===== config.mk =====
export PLATFORM = sky130hd
export DESIGN_NAME = ses_top
export DESIGN_NICKNAME = d
export VERILOG_FILES = /design/src/logic/ses_pkg.sv /design/src/logic/ses_top.sv
export VERILOG_INCLUDE_DIRS = /design/src /design/src/logic
export SDC_FILE = /design/constraint.sdc
export NUM_CORES = 1
export LEC_CHECK = 0
export BUFFER_PORTS_ARGS = -buffer_cell sky130_fd_sc_hd__buf_2
export CAP_MARGIN = 40
export CORE_UTILIZATION = 60
export DETAILED_ROUTE_END_ITERATION = 10
export PLACE_DENSITY = 0.86
export SLEW_MARGIN = 10
export SYNTH_ARGS = -nofsm -noshare
export SYNTH_HDL_FRONTEND = slang
export SYNTH_SLANG_ARGS = --single-unit
export TNS_END_PERCENT = 50

===== constraint.sdc =====
create_clock -name CORE_CLK -period 4.7 [get_ports CORE_CLK]
set_input_delay 0.94 -clock CORE_CLK [delete_from_list [all_inputs] [get_ports CORE_CLK]]
set_output_delay 0.94 -clock CORE_CLK [all_outputs]
set_load 0.02 [all_outputs]

===== src/logic/ses_map.svh =====
`ifndef SES_MAP_SVH
`define SES_MAP_SVH
// ==========================================
// register indices, byte address is 4x index
`define SES_IDX_PWR2 16'h0002
`define SES_IDX_DRC1 16'h0440
`define SES_IDX_DRC2 16'h0540
`define SES_IDX_DRC3 16'h0640
`define SES_IDX_DBNC 16'h0748
`define SES_IDX_LATCH 16'h0749
`define SES_IDX_LEVEL 16'h074A
// ==========================================
// field positions
`define SES_BIT_TSEN 14
`define SES_BIT_TOPDIS 13
`define SES_BIT_ACT_EN 6
`define SES_BIT_ACT_MODE 7
`define SES_LSB_CREST 9
`define SES_LSB_RMS 11
`define SES_BIT_DB_WARN 0
`define SES_BIT_DB_SHUT 1
`define SES_LSB_DB_SRC 2
// ==========================================
// reset values
`define SES_RST_TSEN 1'b1
`define SES_RST_TOPDIS 1'b1
`define SES_RST_ACT_EN 1'b0
`define SES_RST_ACT_MODE 1'b1
`define SES_RST_DBNC 4'h0
// ==========================================
// timing, clock 125 MHz
`define SES_CLK_MHZ 125
`define SES_ACC_PULSE_US 31
`define SES_ACC_PULSE_CYC (`SES_ACC_PULSE_US * `SES_CLK_MHZ)
`define SES_DBNC_TIME_US 1000
`define SES_DBNC_CYC (`SES_DBNC_TIME_US * `SES_CLK_MHZ)
// ==========================================
// thresholds in half-dB units
`define SES_RMS_BASE_HDB 8'h3C
`define SES_RMS_STEP_HDB 8'h03
`define SES_CREST_BASE_HDB 8'h18
`define SES_CREST_STEP_HDB 8'h0C
`endif


===== src/logic/ses_pkg.sv =====
`default_nettype none
package ses_pkg;
   // ==========================================
   // status vector, thermal warning in bit 0
   typedef struct packed {
      logic [2:0] drc_activity;
      logic [1:0] src_lock;
      logic [1:0] fll_lock;
      logic accessory;
      logic thermal_shut;
      logic thermal_warn;
   } ses_status_t;
   // ==========================================
   // activity detect settings of one controller
   typedef struct packed {
      logic [4:0] activity_rms_threshold;
      logic [1:0] activity_crest_threshold;
      logic activity_detect_mode_select;
      logic activity_detect_enable;
   } ses_drc_cfg_t;
   // ==========================================
   // level measurement from one controller
   typedef struct packed {
      logic [7:0] rms_atten;
      logic [7:0] crest;
   } ses_meas_t;
endpackage
`default_nettype wire


===== src/logic/ses_top.sv =====
// Operation
// - sensor enabled and shutdown control set: over-temperature forces audio outputs off
// - warning and shutdown statuses each have selectable de-bounce before irq and pin
// - warning and shutdown statuses raise events on both edges
// - accessory change gives one 31 us high pulse
// - every accessory change raises an accessory event, except a toggle in the first cycle after reset
// - a set status bit stays latched
// - latched bits readable any time and offered to the irq output
// - one lock flag per frequency-locked loop
// - each loop lock flag raises events on both edges
// - one lock flag per sample rate converter
// - converter lock flags pass selectable de-bounce first
// - de-bounced converter lock flags raise events on both edges
// - every status is offered for direct pin output
// - activity detect works only with controller and detect enable set
// - mode bit picks crest-factor (0) or rms (1) comparison
// - crest threshold codes give 12, 18, 24, 30 dB
// - rms threshold -30 dB, 1.5 dB lower per step, to -76.5 dB
// - three controllers, each with its own settings
// - activity detect raises events on rising edge only
//
// The AHB-Lite interface to the registers was chosen for this implementation.
`timescale 1ns/10ps
`default_nettype none
`include "ses_map.svh"
module ses_top #(
   parameter int DEBOUNCE_CYCLES = `SES_DBNC_CYC,
   parameter int ACC_PULSE_CYCLES = `SES_ACC_PULSE_CYC
) (
   input wire logic CORE_CLK,
   input wire logic RESET,
   input wire logic HSEL,
   input wire logic [31:0] HADDR,
   input wire logic [1:0] HTRANS,
   input wire logic HWRITE,
   input wire logic [2:0] HSIZE,
   input wire logic [31:0] HWDATA,
   input wire logic HREADY,
   output logic [31:0] HRDATA,
   output logic HREADYOUT,
   output logic HRESP,
   input wire logic THERMAL_WARN_RAW,
   input wire logic THERMAL_SHUT_RAW,
   input wire logic ACCESSORY_CHANGE_TOGGLE,
   input wire logic [1:0] FLL_LOCK_RAW,
   input wire logic [1:0] SRC_LOCK_RAW,
   input wire logic [2:0] DRC_RUNNING,
   input wire ses_pkg::ses_meas_t [2:0] DRC_MEAS,
   output logic AUDIO_OUTPUT_OFF,
   output ses_pkg::ses_status_t STATUS_LEVELS,
   output ses_pkg::ses_status_t LATCHED_EVENTS
);
   import ses_pkg::*;

   localparam int DW = $clog2(DEBOUNCE_CYCLES + 1);
   localparam int PW = $clog2(ACC_PULSE_CYCLES + 1);

   // ==========================================
   // elaboration checks
   if (DEBOUNCE_CYCLES < 1) begin : g_bad_dbnc
      $error("debounce count must be at least one");
   end
   if (ACC_PULSE_CYCLES < 1) begin : g_bad_pulse
      $error("pulse count must be at least one");
   end

   // ==========================================
   // functions
   // rms threshold as attenuation in half dB
   function automatic logic [7:0] rms_limit(input logic [4:0] code);
      rms_limit = `SES_RMS_BASE_HDB + `SES_RMS_STEP_HDB * {3'h0, code};
   endfunction

   // crest threshold in half dB
   function automatic logic [7:0] crest_limit(input logic [1:0] code);
      crest_limit = `SES_CREST_BASE_HDB + `SES_CREST_STEP_HDB * {6'h00, code};
   endfunction

   function automatic logic is_index(input logic [15:0] a, input logic [15:0] idx);
      is_index = (a == idx);
   endfunction

   // ==========================================
   // input synchronisers
   // every outside status except DRC_RUNNING and DRC_MEAS crosses two flops before use
   // a source other than the accessory toggle already high at reset shows one false edge after release
   logic [6:0] sync_a;
   logic [6:0] sync_b;
   logic [6:0] next_sync_a;

   always_comb begin
      next_sync_a = {SRC_LOCK_RAW, FLL_LOCK_RAW, ACCESSORY_CHANGE_TOGGLE,
                     THERMAL_SHUT_RAW, THERMAL_WARN_RAW};
   end

   always_ff @(posedge CORE_CLK) begin
      if (RESET) begin
         sync_a <= 7'h00;
         sync_b <= 7'h00;
      end else begin
         sync_a <= next_sync_a;
         sync_b <= sync_a;
      end
   end

   // ==========================================
   // register state
   logic thermal_sensor_enable;
   logic thermal_output_disable;
   logic [3:0] dbnc_sel;
   ses_drc_cfg_t drc_cfg [3];
   ses_status_t latched;
   logic next_thermal_sensor_enable;
   logic next_thermal_output_disable;
   logic [3:0] next_dbnc_sel;
   ses_drc_cfg_t next_drc_cfg [3];
   ses_status_t next_latched;

   // ==========================================
   // de-bounce of warning, shutdown, converter locks
   // a bypassed channel tracks its input at once
   // any cycle that matches the output restarts the count, so short glitches vanish
   logic [3:0] db_in;
   logic [3:0] db_out;
   logic [3:0] next_db_out;
   logic [DW-1:0] db_cnt [4];
   logic [DW-1:0] next_db_cnt [4];

   always_comb begin
      db_in[0] = sync_b[0] & thermal_sensor_enable;
      db_in[1] = sync_b[1] & thermal_sensor_enable;
      db_in[3:2] = sync_b[6:5];
      for (int i = 0; i < 4; i++) begin
         next_db_out[i] = db_out[i];
         next_db_cnt[i] = '0;
         if (!dbnc_sel[i]) begin
            next_db_out[i] = db_in[i];
         end else if (db_in[i] != db_out[i]) begin
            if (db_cnt[i] == DW'(DEBOUNCE_CYCLES - 1)) begin
               next_db_out[i] = db_in[i];
            end else begin
               next_db_cnt[i] = db_cnt[i] + 1'b1;
            end
         end
      end
   end

   always_ff @(posedge CORE_CLK) begin
      if (RESET) begin
         db_out <= 4'h0;
         for (int i = 0; i < 4; i++) begin
            db_cnt[i] <= '0;
         end
      end else begin
         db_out <= next_db_out;
         for (int i = 0; i < 4; i++) begin
            db_cnt[i] <= next_db_cnt[i];
         end
      end
   end

   // ==========================================
   // accessory pulse
   // the change arrives as a toggle so no pulse is lost in the crossing
   logic acc_prev;
   logic [PW-1:0] acc_cnt;
   logic acc_event;
   logic next_acc_prev;
   logic [PW-1:0] next_acc_cnt;
   // the toggle has no idle level, so edges count only once the
   // synchroniser and acc_prev hold real samples; a toggle in the
   // first cycle after reset, before the first sample, is lost
   logic [2:0] acc_warm;
   logic [2:0] next_acc_warm;

   always_comb begin
      next_acc_warm = {acc_warm[1:0], 1'b1};
      next_acc_prev = sync_b[2];
      acc_event = (sync_b[2] ^ acc_prev) & acc_warm[2];
      next_acc_cnt = acc_cnt;
      if (acc_event) begin
         next_acc_cnt = PW'(ACC_PULSE_CYCLES);
      end else if (acc_cnt != '0) begin
         next_acc_cnt = acc_cnt - 1'b1;
      end
   end

   always_ff @(posedge CORE_CLK) begin
      if (RESET) begin
         acc_prev <= 1'b0;
         acc_warm <= 3'h0;
         acc_cnt <= '0;
      end else begin
         acc_prev <= next_acc_prev;
         acc_warm <= next_acc_warm;
         acc_cnt <= next_acc_cnt;
      end
   end

   // ==========================================
   // activity detection
   // limits in half dB keep every threshold step a whole number
   logic [2:0] activity;

   always_comb begin
      for (int i = 0; i < 3; i++) begin
         if (drc_cfg[i].activity_detect_mode_select) begin
            activity[i] = DRC_MEAS[i].rms_atten <= rms_limit(drc_cfg[i].activity_rms_threshold);
         end else begin
            activity[i] = DRC_MEAS[i].crest >= crest_limit(drc_cfg[i].activity_crest_threshold);
         end
         activity[i] = activity[i] & DRC_RUNNING[i] & drc_cfg[i].activity_detect_enable;
      end
   end

   // ==========================================
   // status levels and events
   // levels leave one cycle late, in step with their latched events, except accessory, whose level trails its event by one cycle
   ses_status_t level;
   ses_status_t prev;
   ses_status_t event_set;
   ses_status_t next_prev;

   always_comb begin
      level.thermal_warn = db_out[0];
      level.thermal_shut = db_out[1];
      level.accessory = acc_cnt != '0;
      level.fll_lock = sync_b[4:3];
      level.src_lock = db_out[3:2];
      level.drc_activity = activity;
      next_prev = level;
      event_set.thermal_warn = level.thermal_warn ^ prev.thermal_warn;
      event_set.thermal_shut = level.thermal_shut ^ prev.thermal_shut;
      event_set.accessory = acc_event;
      event_set.fll_lock = level.fll_lock ^ prev.fll_lock;
      event_set.src_lock = level.src_lock ^ prev.src_lock;
      event_set.drc_activity = level.drc_activity & ~prev.drc_activity;
   end

   always_ff @(posedge CORE_CLK) begin
      if (RESET) begin
         prev <= '0;
      end else begin
         prev <= next_prev;
      end
   end

   // ==========================================
   // ahb-lite slave
   // zero wait states; read data taken from next values
   // so a read right after a write sees the new value
   // hsize is not checked: every register is one whole word
   // unmapped indices read zero and drop writes
   logic wr_pend;
   logic [15:0] wr_idx;
   logic [31:0] rdata;
   logic next_wr_pend;
   logic [15:0] next_wr_idx;
   logic [31:0] next_rdata;
   logic addr_ok;
   logic [15:0] a_idx;

   always_comb begin
      addr_ok = HSEL & HTRANS[1] & HREADY;
      a_idx = HADDR[17:2];
      next_wr_pend = addr_ok & HWRITE;
      next_wr_idx = a_idx;
      next_thermal_sensor_enable = thermal_sensor_enable;
      next_thermal_output_disable = thermal_output_disable;
      next_dbnc_sel = dbnc_sel;
      for (int i = 0; i < 3; i++) begin
         next_drc_cfg[i] = drc_cfg[i];
      end
      next_latched = latched;
      if (wr_pend) begin
         if (is_index(wr_idx, `SES_IDX_PWR2)) begin
            next_thermal_sensor_enable = HWDATA[`SES_BIT_TSEN];
            next_thermal_output_disable = HWDATA[`SES_BIT_TOPDIS];
         end
         if (is_index(wr_idx, `SES_IDX_DBNC)) begin
            next_dbnc_sel = HWDATA[3:0];
         end
         for (int i = 0; i < 3; i++) begin
            if (is_index(wr_idx, 16'(`SES_IDX_DRC1 + 16'h0100 * i))) begin
               next_drc_cfg[i] = {HWDATA[`SES_LSB_RMS +: 5], HWDATA[`SES_LSB_CREST +: 2],
                                  HWDATA[`SES_BIT_ACT_MODE], HWDATA[`SES_BIT_ACT_EN]};
            end
         end
         // write one to clear
         if (is_index(wr_idx, `SES_IDX_LATCH)) begin
            next_latched = latched & ~HWDATA[9:0];
         end
      end
      // a new event wins over a clear in the same cycle
      next_latched = next_latched | event_set;
      next_rdata = 32'h0000_0000;
      if (addr_ok & ~HWRITE) begin
         if (is_index(a_idx, `SES_IDX_PWR2)) begin
            next_rdata[`SES_BIT_TSEN] = next_thermal_sensor_enable;
            next_rdata[`SES_BIT_TOPDIS] = next_thermal_output_disable;
         end
         if (is_index(a_idx, `SES_IDX_DBNC)) begin
            next_rdata[3:0] = next_dbnc_sel;
         end
         for (int i = 0; i < 3; i++) begin
            if (is_index(a_idx, 16'(`SES_IDX_DRC1 + 16'h0100 * i))) begin
               next_rdata[`SES_LSB_RMS +: 5] = next_drc_cfg[i].activity_rms_threshold;
               next_rdata[`SES_LSB_CREST +: 2] = next_drc_cfg[i].activity_crest_threshold;
               next_rdata[`SES_BIT_ACT_MODE] = next_drc_cfg[i].activity_detect_mode_select;
               next_rdata[`SES_BIT_ACT_EN] = next_drc_cfg[i].activity_detect_enable;
            end
         end
         if (is_index(a_idx, `SES_IDX_LATCH)) begin
            next_rdata[9:0] = next_latched;
         end
         if (is_index(a_idx, `SES_IDX_LEVEL)) begin
            next_rdata[9:0] = level;
         end
      end
   end

   always_ff @(posedge CORE_CLK) begin
      if (RESET) begin
         wr_pend <= 1'b0;
         wr_idx <= 16'h0000;
         rdata <= 32'h0000_0000;
         thermal_sensor_enable <= `SES_RST_TSEN;
         thermal_output_disable <= `SES_RST_TOPDIS;
         dbnc_sel <= `SES_RST_DBNC;
         for (int i = 0; i < 3; i++) begin
            drc_cfg[i] <= {5'h00, 2'h0, `SES_RST_ACT_MODE, `SES_RST_ACT_EN};
         end
         latched <= '0;
      end else begin
         wr_pend <= next_wr_pend;
         wr_idx <= next_wr_idx;
         rdata <= next_rdata;
         thermal_sensor_enable <= next_thermal_sensor_enable;
         thermal_output_disable <= next_thermal_output_disable;
         dbnc_sel <= next_dbnc_sel;
         for (int i = 0; i < 3; i++) begin
            drc_cfg[i] <= next_drc_cfg[i];
         end
         latched <= next_latched;
      end
   end

   // ==========================================
   // outputs
   // shutdown acts on the synchronised level, not the
   // de-bounced one, so protection is never delayed
   logic audio_off;
   logic next_audio_off;

   always_comb begin
      next_audio_off = thermal_sensor_enable & thermal_output_disable & sync_b[1];
   end

   always_ff @(posedge CORE_CLK) begin
      if (RESET) begin
         audio_off <= 1'b0;
      end else begin
         audio_off <= next_audio_off;
      end
   end

   assign HRDATA = rdata;
   assign HREADYOUT = 1'b1;
   assign HRESP = 1'b0;
   assign AUDIO_OUTPUT_OFF = audio_off;
   assign STATUS_LEVELS = prev;
   assign LATCHED_EVENTS = latched;

endmodule // ses_top
`default_nettype wire


* Yosys cells after proc, flatten, opt, wreduce, memory -nomap -nowiden
Memory sizes are Yosys's and may differ from the RTL's.
Index checks and enable logic that the tools add are counted.
** Storage, ports and cells
- Output and inout port bits :: 55
- Memories kept :: 2
- Register bits after elaboration :: 110
- Bits in writable memories :: 95
- Bits of input ports :: 132
** Memories
- db_cnt :: depth 4, bits a word 17, rd ports 4, clocked after Yosys merged registers in 0, write ports 4, line ses_top.sv:126 : logic [DW-1:0] db_cnt [4];
- drc_cfg :: depth 3, bits a word 9, rd ports 3, clocked after Yosys merged registers in 0, write ports 3, line ses_top.sv:111 : ses_drc_cfg_t drc_cfg [3];
** Cells by class
- $lt $le $gt $ge :: 6
- Reductions and logical operators :: 8
- Mux-type cells :: 62
- Multiply operators :: 6
- Eq/ne operators :: 29
- Add/sub/neg operators :: 11
- Bitwise logic cells :: 34
** Operators with widths (count)
- 2-to-1 mux 17 bit :: 16
- equality test 16 x 11 -> 1 bit, second input constant :: 11
- adder 17 x 1 -> 17 bit, second input constant :: 4
- equality test 17 bit, second input constant :: 4
- 2-to-1 mux 9 bit :: 6
- 2-to-1 mux 10 bit :: 4
- equality test 16 x 2 -> 1 bit, second input constant :: 2
- 2-to-1 mux 27 bit :: 1
- adder 6 x 7 -> 8 bit, first input constant :: 3
- greater-or-equal comparator 8 x 7 -> 1 bit :: 3
- less-or-equal comparator 8 bit :: 3
- 2-to-1 mux 12 bit :: 2
- 2-to-1 mux 1 bit :: 23
- adder 5 x 6 -> 7 bit, first input constant :: 3
- multiplier 2 x 5 -> 7 bit, first input constant :: 3
- 2-to-1 mux 7 bit :: 3
- inequality test 2 x 1 -> 1 bit, second input constant :: 8
- bitwise AND 1 bit :: 15
- multiplier 2 x 2 -> 4 bit, first input constant :: 3
- 2-to-1 mux 4 bit :: 3
- nonzero test 12 bit :: 1
- subtractor 12 x 1 -> 12 bit, second input constant :: 1
- bitwise AND 10 bit :: 1
- inverter 10 bit :: 1
- other kinds (12) :: 32

* Depth between registers and ports, before layout
Gate-level depths: netlist (run 1).
An unclocked memory read counts as a cell.
- Depth after elaboration :: 11
- Gate-level depth with buffers :: 16

* Worst setup path after synthesis (run 1)
OpenSTA, ideal clock, no wires.
- Path kind :: reg-to-reg
- Start :: memory drc_cfg[0][14] (netlist name)
- End :: register latched, in the netlist LATCHED_EVENTS[8]
- Period minus slack after synthesis :: 2.942 ns
- Setup time :: 0.087 ns
- Data arrival time :: 2.855 ns
- Slack :: 1.758 ns
- Data required time :: 4.613 ns
- Buffers on the path :: 0
- Cell stages (with the launch flop) :: 15
- Cells stage by stage :: dfxtp_1 -> inv_1 -> ha_1 -> inv_1 -> ha_1 -> inv_1 -> fa_1 -> o31ai_1 -> xnor2_1 -> ha_1 -> a21o_1 -> a221o_1 -> o311ai_0 -> nand4_1 -> o31ai_1
** RTL lines
- start: declaration :: line ses_top.sv:111
- end signal: assignment :: line ses_top.sv:344 : latched <= next_latched;
- end: declaration :: line ses_top.sv:112 : ses_status_t latched;

==> impl_summary.log, run 1 <==
INFO  metric share_of_the_core_filled_with_cells_in_the_final_layout = 0.7086
INFO  metric syn-cell-area = 9599 sq um
INFO  metric critPathMaxFanout = 3
INFO  metric clkSinkCount = 189
INFO  metric finalHoldWorstSlack = 0.4372 ns
INFO  metric synth_top_area_cell = sky130_fd_sc_hd__dfxtp_1
INFO  metric antenna_found_initial = 4
INFO  metric grt_start_max_net_pins = 85
INFO  metric cts_root_buffer = sky130_fd_sc_hd__clkbuf_16
INFO  metric ctsHtreeMaxLevel = 4
INFO  metric critical_path_required = 5.05 ns
INFO  metric first_global_vias = 7820
INFO  metric leakagePower = 4.579 nW
INFO  metric critical_path.reg2reg.startpoint = drc_cfg[0][14]
INFO  metric first_pass_grt_wire_length = 36.04 mm
INFO  metric routed_via_density = 5.633
INFO  metric synth_top_cell_area_share = 0.3942
INFO  metric maxSlewHeadroom = 0.3325
INFO  metric max-cap-violations = 0
INFO  metric pin_count = 187
INFO  metric drt_iter0_markers = 478
INFO  metric rows = 45
INFO  metric outcome = completed
INFO  metric globalplace.congestion = 0.8865
INFO  metric mean_instance_size_in_the_synthesized_netlist = 9.047 sq um
INFO  metric cts_buffers = 17
INFO  metric post_route_cells_drive_above_1_share = 0.1523
INFO  metric fill_cells = 1183
INFO  metric post-place-ws = 1.235 ns
INFO  metric unrepaired_setup_endpoints_after_global_routing = false
INFO  metric final.setup.worst_slack = 1.125 ns
INFO  metric synth.area.top_cells = sky130_fd_sc_hd__dfxtp_1 39%, sky130_fd_sc_hd__ha_1 11%, sky130_fd_sc_hd__nor2_1 6.0%
INFO  metric r2r-end = LATCHED_EVENTS[8]
INFO  metric track_usage = 0.2769
INFO  metric crit_path_class = reg2reg
INFO  metric hold_depth = 1
INFO  metric synth-warning-count = 0
INFO  metric core = 15430 sq um
INFO  metric routed_wl = 22.21 mm
INFO  metric dieHeight = 128.5 microns
INFO  metric synth_top_flop_cell = sky130_fd_sc_hd__dfxtp_1
INFO  metric grt-ovfl-total = 0
INFO  metric reg2reg_setup_slack = 1.12 ns
INFO  metric post-route-drc-count = 0
INFO  metric syn_inst = 1061
INFO  metric cp-end-kind = flop
INFO  metric ys_seq_elements = 189
INFO  metric numPlacedInstances = 1374
INFO  metric post_synthesis_to_final_layout_area_growth = 13.88%
INFO  metric route.antenna.remaining_nets = 0
INFO  metric clk_path_buf_depth = 2
INFO  metric final_min_period_over_clock_period = 0.7607
INFO  metric p_per_area = 325.3 nW/um^2
INFO  metric synthDistinctLibCells = 68
INFO  metric async_flop_share = 0
INFO  metric insertion_delay = 0.43 ns
INFO  metric post_cts.repair.setup_buffers = 0
INFO  metric final_slew_viol_count = 0
INFO  metric worst_pin_slew = 0.9887 ns
INFO  metric buffer_ports.inserted = 132
INFO  metric cts.hold.buffers_added = 0
INFO  metric hold_viol = 0
INFO  metric r2r_cells = 13
INFO  metric floorplan.die.width = 128.5 microns
INFO  metric design.die.area = 16510 sq um
INFO  metric worst_setup_path_start_kind = flop
INFO  metric hold_path_class = reg2reg
INFO  metric cts_resized = 0
INFO  metric cts.reportedPaths.clkPinSlew = 0.07 ns
INFO  metric design.final.nets = 1405
INFO  metric clock.fmax = 0.2797 GHz
INFO  metric synth-edff-count = 0
INFO  metric min-delay-start = sync_a[4]
INFO  metric stdcell_count = 1410
INFO  metric worst_ep_arrival_time = 3.92 ns
INFO  metric detail_route.first_pass.iterations = 5
INFO  metric fin_crit_period = 3.575 ns
INFO  metric initial_core_util = 0.6222
INFO  metric clock_tree_from_tritoncts = yes
INFO  metric wire_per_inst = 15.75 microns
INFO  metric dpl_hpwl = 16.16 mm
INFO  metric synth.yosys.seq_area_share = 0.3942
INFO  metric finClkSkew = 0.01031 ns
INFO  metric final_setup_violation_count = 0
INFO  metric hold_end = sync_b[4]
INFO  metric total_number_of_vias = 7942
INFO  metric vdd_ir_max = 0.3013 mV
INFO  metric tns = 0 ns
registers in the layout, indices dropped and copies added, names as in the netlist, 7 cells and up:
signal	flops
LATCHED_EVENTS	10
sync_a	7
acc_cnt	12
HRDATA	16
sync_b	7
STATUS_LEVELS	10
wr_idx	16
db_cnt	68
drc_cfg	27
cell usage in the layout (no fill, tap or decap), drive strengths merged, types with 17 or more instances in the layout:
cell type / count
buf: 133
ha: 85
xnor2: 40
o21ai: 18
a21oi: 35
nor2b: 51
clkbuf: 17
nor3: 21
nand2: 56
dfxtp: 189
inv: 70
conb: 18
nor2: 154
nand4: 22
xor2: 41
mux2i: 32
nand3: 43
where the power goes:
group          leakage, nW  internal, mW  total, mW  switching, mW
clock                0.294         0.804       1.47          0.665
combinational         2.75         0.172      0.390          0.218
sequential            1.53          1.66       1.70         0.0391
total                 4.58          2.63       3.56          0.922
area by class of cell:
| class | instances | area (sq um) | area share |
|---|---|---|---|
| clock inverters | 15 | 172.7 | 0.01579 |
| flip-flops and latches | 189 | 3784 | 0.3461 |
| multi-input cells | 779 | 5375 | 0.4917 |
| clock buffers | 17 | 425.4 | 0.03892 |
| diodes | 4 | 10.01 | 0.0009156 |
| repair buffers | 133 | 668.1 | 0.06112 |
| inverters | 62 | 232.7 | 0.02129 |
| well taps | 211 | 264.0 | 0.02415 |
worst max-delay path by stage:
stage	from	endpoint	slack (ns)
global route	drc_cfg[0][14]	LATCHED_EVENTS[8]	0.93
detailed placement	drc_cfg[0][14]	LATCHED_EVENTS[8]	1.23
global placement	drc_cfg[0][14]	LATCHED_EVENTS[8]	1.32
finish	drc_cfg[0][14]	LATCHED_EVENTS[8]	1.12
floorplan	drc_cfg[0][14]	LATCHED_EVENTS[8]	1.76
CTS	drc_cfg[0][14]	LATCHED_EVENTS[8]	1.16
critical path: stages, from the launching register on:
cell and delay [ns]:
sky130_fd_sc_hd__dfxtp_1 0.37, sky130_fd_sc_hd__inv_1 0.06, sky130_fd_sc_hd__ha_1 0.28, sky130_fd_sc_hd__inv_1 0.06
sky130_fd_sc_hd__ha_1 0.16, sky130_fd_sc_hd__inv_1 0.05, sky130_fd_sc_hd__fa_1 0.40, sky130_fd_sc_hd__o31ai_1 0.26
sky130_fd_sc_hd__xnor2_1 0.10, sky130_fd_sc_hd__ha_1 0.30, sky130_fd_sc_hd__nand3_1 0.11, sky130_fd_sc_hd__o311ai_0 0.86
sky130_fd_sc_hd__nand4_1 0.23, sky130_fd_sc_hd__o31ai_1 0.24
metrics by stage:
step                      cell area, sq um  power, mW
final                                10930      3.556
after global routing                 10930      3.702
after CTS                            10920      3.567
after detailed placement             10320      2.119
after global placement               10320      2.110
after floorplan                       9659      2.022
synthesized netlist by cell type, types with 11 or more instances:
master,instances
sky130_fd_sc_hd__inv_1,62
sky130_fd_sc_hd__nor2_1,153
sky130_fd_sc_hd__and3_1,11
sky130_fd_sc_hd__or3_1,12
sky130_fd_sc_hd__xnor2_1,40
sky130_fd_sc_hd__nand3_1,43
sky130_fd_sc_hd__nand4_1,20
sky130_fd_sc_hd__ha_1,85
sky130_fd_sc_hd__xor2_1,41
sky130_fd_sc_hd__mux2i_1,32
sky130_fd_sc_hd__dfxtp_1,189
sky130_fd_sc_hd__a21oi_1,35
sky130_fd_sc_hd__nor2b_1,51
sky130_fd_sc_hd__buf_4,19
sky130_fd_sc_hd__nand2_1,56
sky130_fd_sc_hd__clkbuf_1,17
sky130_fd_sc_hd__o21ai_0,18
sky130_fd_sc_hd__nor3_1,21
routing by layer:
layer,vias up,GRT usage,part of all wire
li1,3845,-,-
met1,3789,0.3077,0.41
met2,249,0.5059,0.50
met3,59,0.05655,0.052
met4,0,0.1294,0.037
met5,-,0,0
cells by family (layout without fill, tap and decap cells):
family,count (synthesis),count (layout),share of synthesized area
fa+ha+maj,91,91,0.1233
mux,34,34,0.03571
other cells,2,22,0.0007824
flops,189,189,0.3942
simple gates,426,426,0.2301
xor+xnor,81,81,0.07391
compound gates,129,129,0.08994
buf+inv,109,227,0.05214
No activity file was read; power rests on OpenSTA's default activity.
==> run 2: changes to the inputs <==
ABC_AREA = 1   (was default)
CORE_UTILIZATION = 57   (was 60)
PLACE_DENSITY = 0.81   (was 0.86)
clock period = 3.6 ns   (was 4.7 ns; I/O delays follow)
==> run 2 against run 1 <==
Final area rose by 7.7%; wire length rose by 3.7%; die area rose by 13%; sequential power rose by 32%; cell count rose by 26%; non-clock buffer count rose by 3; maximum frequency rose by 19%; critical path type unchanged; power rose by 38%; clock skew barely moved; largest cell class unchanged; combinational power rose by 66%; largest power group unchanged; highest routed layer unchanged.
==> impl_summary.log, run 2 <==
INFO  metric cts_root_buffer = sky130_fd_sc_hd__clkbuf_16
INFO  metric fin_crit_period = 2.992 ns
INFO  metric core = 17540 sq um
INFO  metric first_pass_grt_wire_length = 37.52 mm
INFO  metric clkSinkCount = 189
INFO  metric synth-edff-count = 0
INFO  metric design.die.area = 18710 sq um
INFO  metric grt-ovfl-total = 0
INFO  metric worst_pin_slew = 0.8754 ns
INFO  metric share_of_the_core_filled_with_cells_in_the_final_layout = 0.6714
INFO  metric routed_via_density = 5.169
INFO  metric worst_path_max_delay_cell = sky130_fd_sc_hd__fa_1
INFO  metric cts.reportedPaths.clkPinSlew = 0.07 ns
INFO  metric antenna_found_initial = 0
INFO  metric syn-cell-area = 10360 sq um
INFO  metric synth.area.top_cells = sky130_fd_sc_hd__dfxtp_1 37%, sky130_fd_sc_hd__ha_1 10%, sky130_fd_sc_hd__nand2_1 8.9%
INFO  metric track_usage = 0.2555
INFO  metric ctsHtreeMaxLevel = 4
INFO  metric path_common_cell = sky130_fd_sc_hd__nand2_1
INFO  metric clock.fmax = 0.3342 GHz
INFO  metric finClkSkew = 0.009952 ns
INFO  metric num_antenna_cells = 0
INFO  metric post_route_cells_drive_above_1_share = 0.1514
INFO  metric worstPathCellList = inv_1 -> ha_1 -> fa_1 -> nor2_1 -> a211oi_1 -> xnor2_1 -> ha_1 -> nand2_1 -> nor2_1 -> nand2_1 -> nand2_1 -> nand2_1 -> nand4_1 -> nand2_1 -> nand2_1 -> nand3_1 -> nand2_1 -> inv_1
INFO  metric syn_inst = 1399
INFO  metric vdd_ir_max = 0.3936 mV
INFO  metric globalplace.congestion = 0.8798
INFO  metric max-cap-violations = 0
INFO  metric leakagePower = 5.469 nW
INFO  metric ys_seq_elements = 189
INFO  metric async_flop_share = 0
INFO  metric tns = 0 ns
INFO  metric design.final.nets = 1756
INFO  metric cts_buffers = 17
INFO  metric critical_path_required = 3.93 ns
INFO  metric dpl_hpwl = 17.68 mm
INFO  metric synth_top_cell_area_share = 0.3653
INFO  metric synth.cells.most_frequent = 246 x sky130_fd_sc_hd__nand2_1, 231 x sky130_fd_sc_hd__inv_1, 189 x sky130_fd_sc_hd__dfxtp_1
INFO  metric grt_start_max_net_pins = 55
INFO  metric largest_registers = db_cnt (68), drc_cfg (27)
INFO  metric final_min_period_over_clock_period = 0.8311
INFO  metric first_global_vias = 8541
INFO  metric final_setup_violation_count = 0
INFO  metric post-synth-top-count-cell = sky130_fd_sc_hd__nand2_1
INFO  metric placedInstanceArea = 11150 sq um
INFO  metric final_common_cell = sky130_fd_sc_hd__nand2_1
INFO  metric unrepaired_setup_endpoints_after_global_routing = false
INFO  metric synth.yosys.seq_area_share = 0.3653
INFO  metric post_cts.repair.setup_buffers = 0
INFO  metric wire_per_inst = 13.01 microns
INFO  metric clock_tree_from_tritoncts = yes
INFO  metric synth_top_flop_cell = sky130_fd_sc_hd__dfxtp_1
INFO  metric clk_path_buf_depth = 2
INFO  metric outcome = completed
INFO  metric cts_resized = 0
INFO  metric synth_top_area_cell = sky130_fd_sc_hd__dfxtp_1
INFO  metric largest_register_ff_count = 68
INFO  metric worst_ep_arrival_time = 3.33 ns
INFO  metric power = 4.890 mW
INFO  metric mean_instance_size_in_the_synthesized_netlist = 7.403 sq um
INFO  metric post_synthesis_to_final_layout_area_growth = 13.67%
INFO  metric final_slew_viol_count = 0
INFO  metric detail_route.first_pass.iterations = 6
INFO  metric cp-end-kind = flop
INFO  metric registers.top_by_ff_count = db_cnt
INFO  metric floorplan.die.width = 136.8 microns
INFO  metric buffer_ports.inserted = 132
INFO  metric synthDistinctLibCells = 55
INFO  metric hold_path_class = reg2reg
INFO  metric critical-path-max-stage-delay = 0.56 ns
INFO  metric cts.hold.buffers_added = 0
INFO  metric crit_path_class = reg2reg
INFO  metric finalHoldWorstSlack = 0.4036 ns
INFO  metric hold_viol = 0
INFO  metric dieHeight = 136.8 microns
INFO  metric commonest_cells_after_routing_fill_and_taps_aside = 246 x sky130_fd_sc_hd__nand2_1, 231 x sky130_fd_sc_hd__inv_1, 189 x sky130_fd_sc_hd__dfxtp_1
INFO  metric initial_core_util = 0.5906
INFO  metric routed_wl = 23.04 mm
INFO  metric synth-warning-count = 0
INFO  metric pin_count = 187
INFO  metric insertion_delay = 0.44 ns
INFO  metric post-route-drc-count = 0
INFO  metric total_number_of_vias = 9154
INFO  metric design_area = 11770 sq um
INFO  metric worst_setup_path_start_kind = flop
INFO  metric maxSlewHeadroom = 0.4147
INFO  metric route.antenna.remaining_nets = 0
INFO  metric critPathMaxFanout = 4
INFO  metric p_per_area = 415.3 nW/um^2
INFO  metric drt_iter0_markers = 495
INFO  metric rows = 48
run 2: changes by cell type in the layout (fill, tap and decap cells not counted), sizes merged, moves of 25 or more:
cell	before	now
nand2	56	255
inv	70	242
nor2b	51	0
nor2	154	202
a21oi	35	81
o21ai	18	57
mux2i	32	1
xor2	41	16
run 2: through the flow:
stage / std cells / setup slack [ns]
after floorplan: 1415 / 0.9546
after global placement: 1739 / 0.6748
after detailed placement: 1739 / 0.6496
after CTS: 1771 / 0.6259
after global routing: 1771 / 0.2136
final: 1771 / 0.6079
run 2: worst paths after layout:
path / cells after the start / slack, ns / start / to
min: 2 / 0.40 / sync_a[1] / sync_b[1]
min reg2reg: 2 / 0.40 / sync_a[1] / sync_b[1]
max reg2reg: 18 / 0.61 / drc_cfg[0][25] / HRDATA[9]
max: 18 / 0.61 / drc_cfg[0][25] / HRDATA[9]
run 2: kinds of logic (layout without fill, tap and decap cells):
family                   count (synthesis)  after routing  synth area share
multiplexers                             1              1         0.0009665
buffers and inverters                  280            411            0.1116
XOR/XNOR                                34             34           0.02875
AO/OA/AOI/OAI                          177            177           0.09761
adder cells (fa/ha/maj)                 91             91            0.1143
flip-flops                             189            189            0.3653
other                                    2             18         0.0007251
AND/OR/NAND/NOR                        625            625            0.2807
run 2: final cells by class:
type | count | area [sq um]
repair buffers | 136 | 690.7
clock buffers | 19 | 442.9
fillers | 1468 | 5763
flip-flops and latches | 189 | 3784
inverters | 243 | 912.1
clock inverters | 13 | 185.2
multi-input cells | 946 | 5478
well taps | 225 | 281.5
run 2: power breakdown:
| part | internal (mW) | leakage [nW] | total [mW] | switching, mW |
|---|---|---|---|---|
| Sequential | 2.18 | 1.53 | 2.25 | 0.0687 |
| Clock | 1.18 | 0.304 | 1.99 | 0.808 |
| Combinational | 0.245 | 3.63 | 0.647 | 0.402 |
run 2: per-layer routing:
layer  up-vias  global-route usage  wire length [microns]
li1       4700                   -                      -
met1      4159              0.3080                  10390
met2       250              0.4495                  10990
met3        45             0.04556                   1109
met4         0              0.1001                    555
met5         -                   0                      0
run 2: worst max-delay path: cells and delay by family, from the launching register on:
family          cells  cell delay [ns]
xor+xnor            1             0.12
buf+inv             2             0.14
flops               1             0.40
compound gates      1             0.25
simple gates       11             0.90
fa+ha+maj           3             1.08
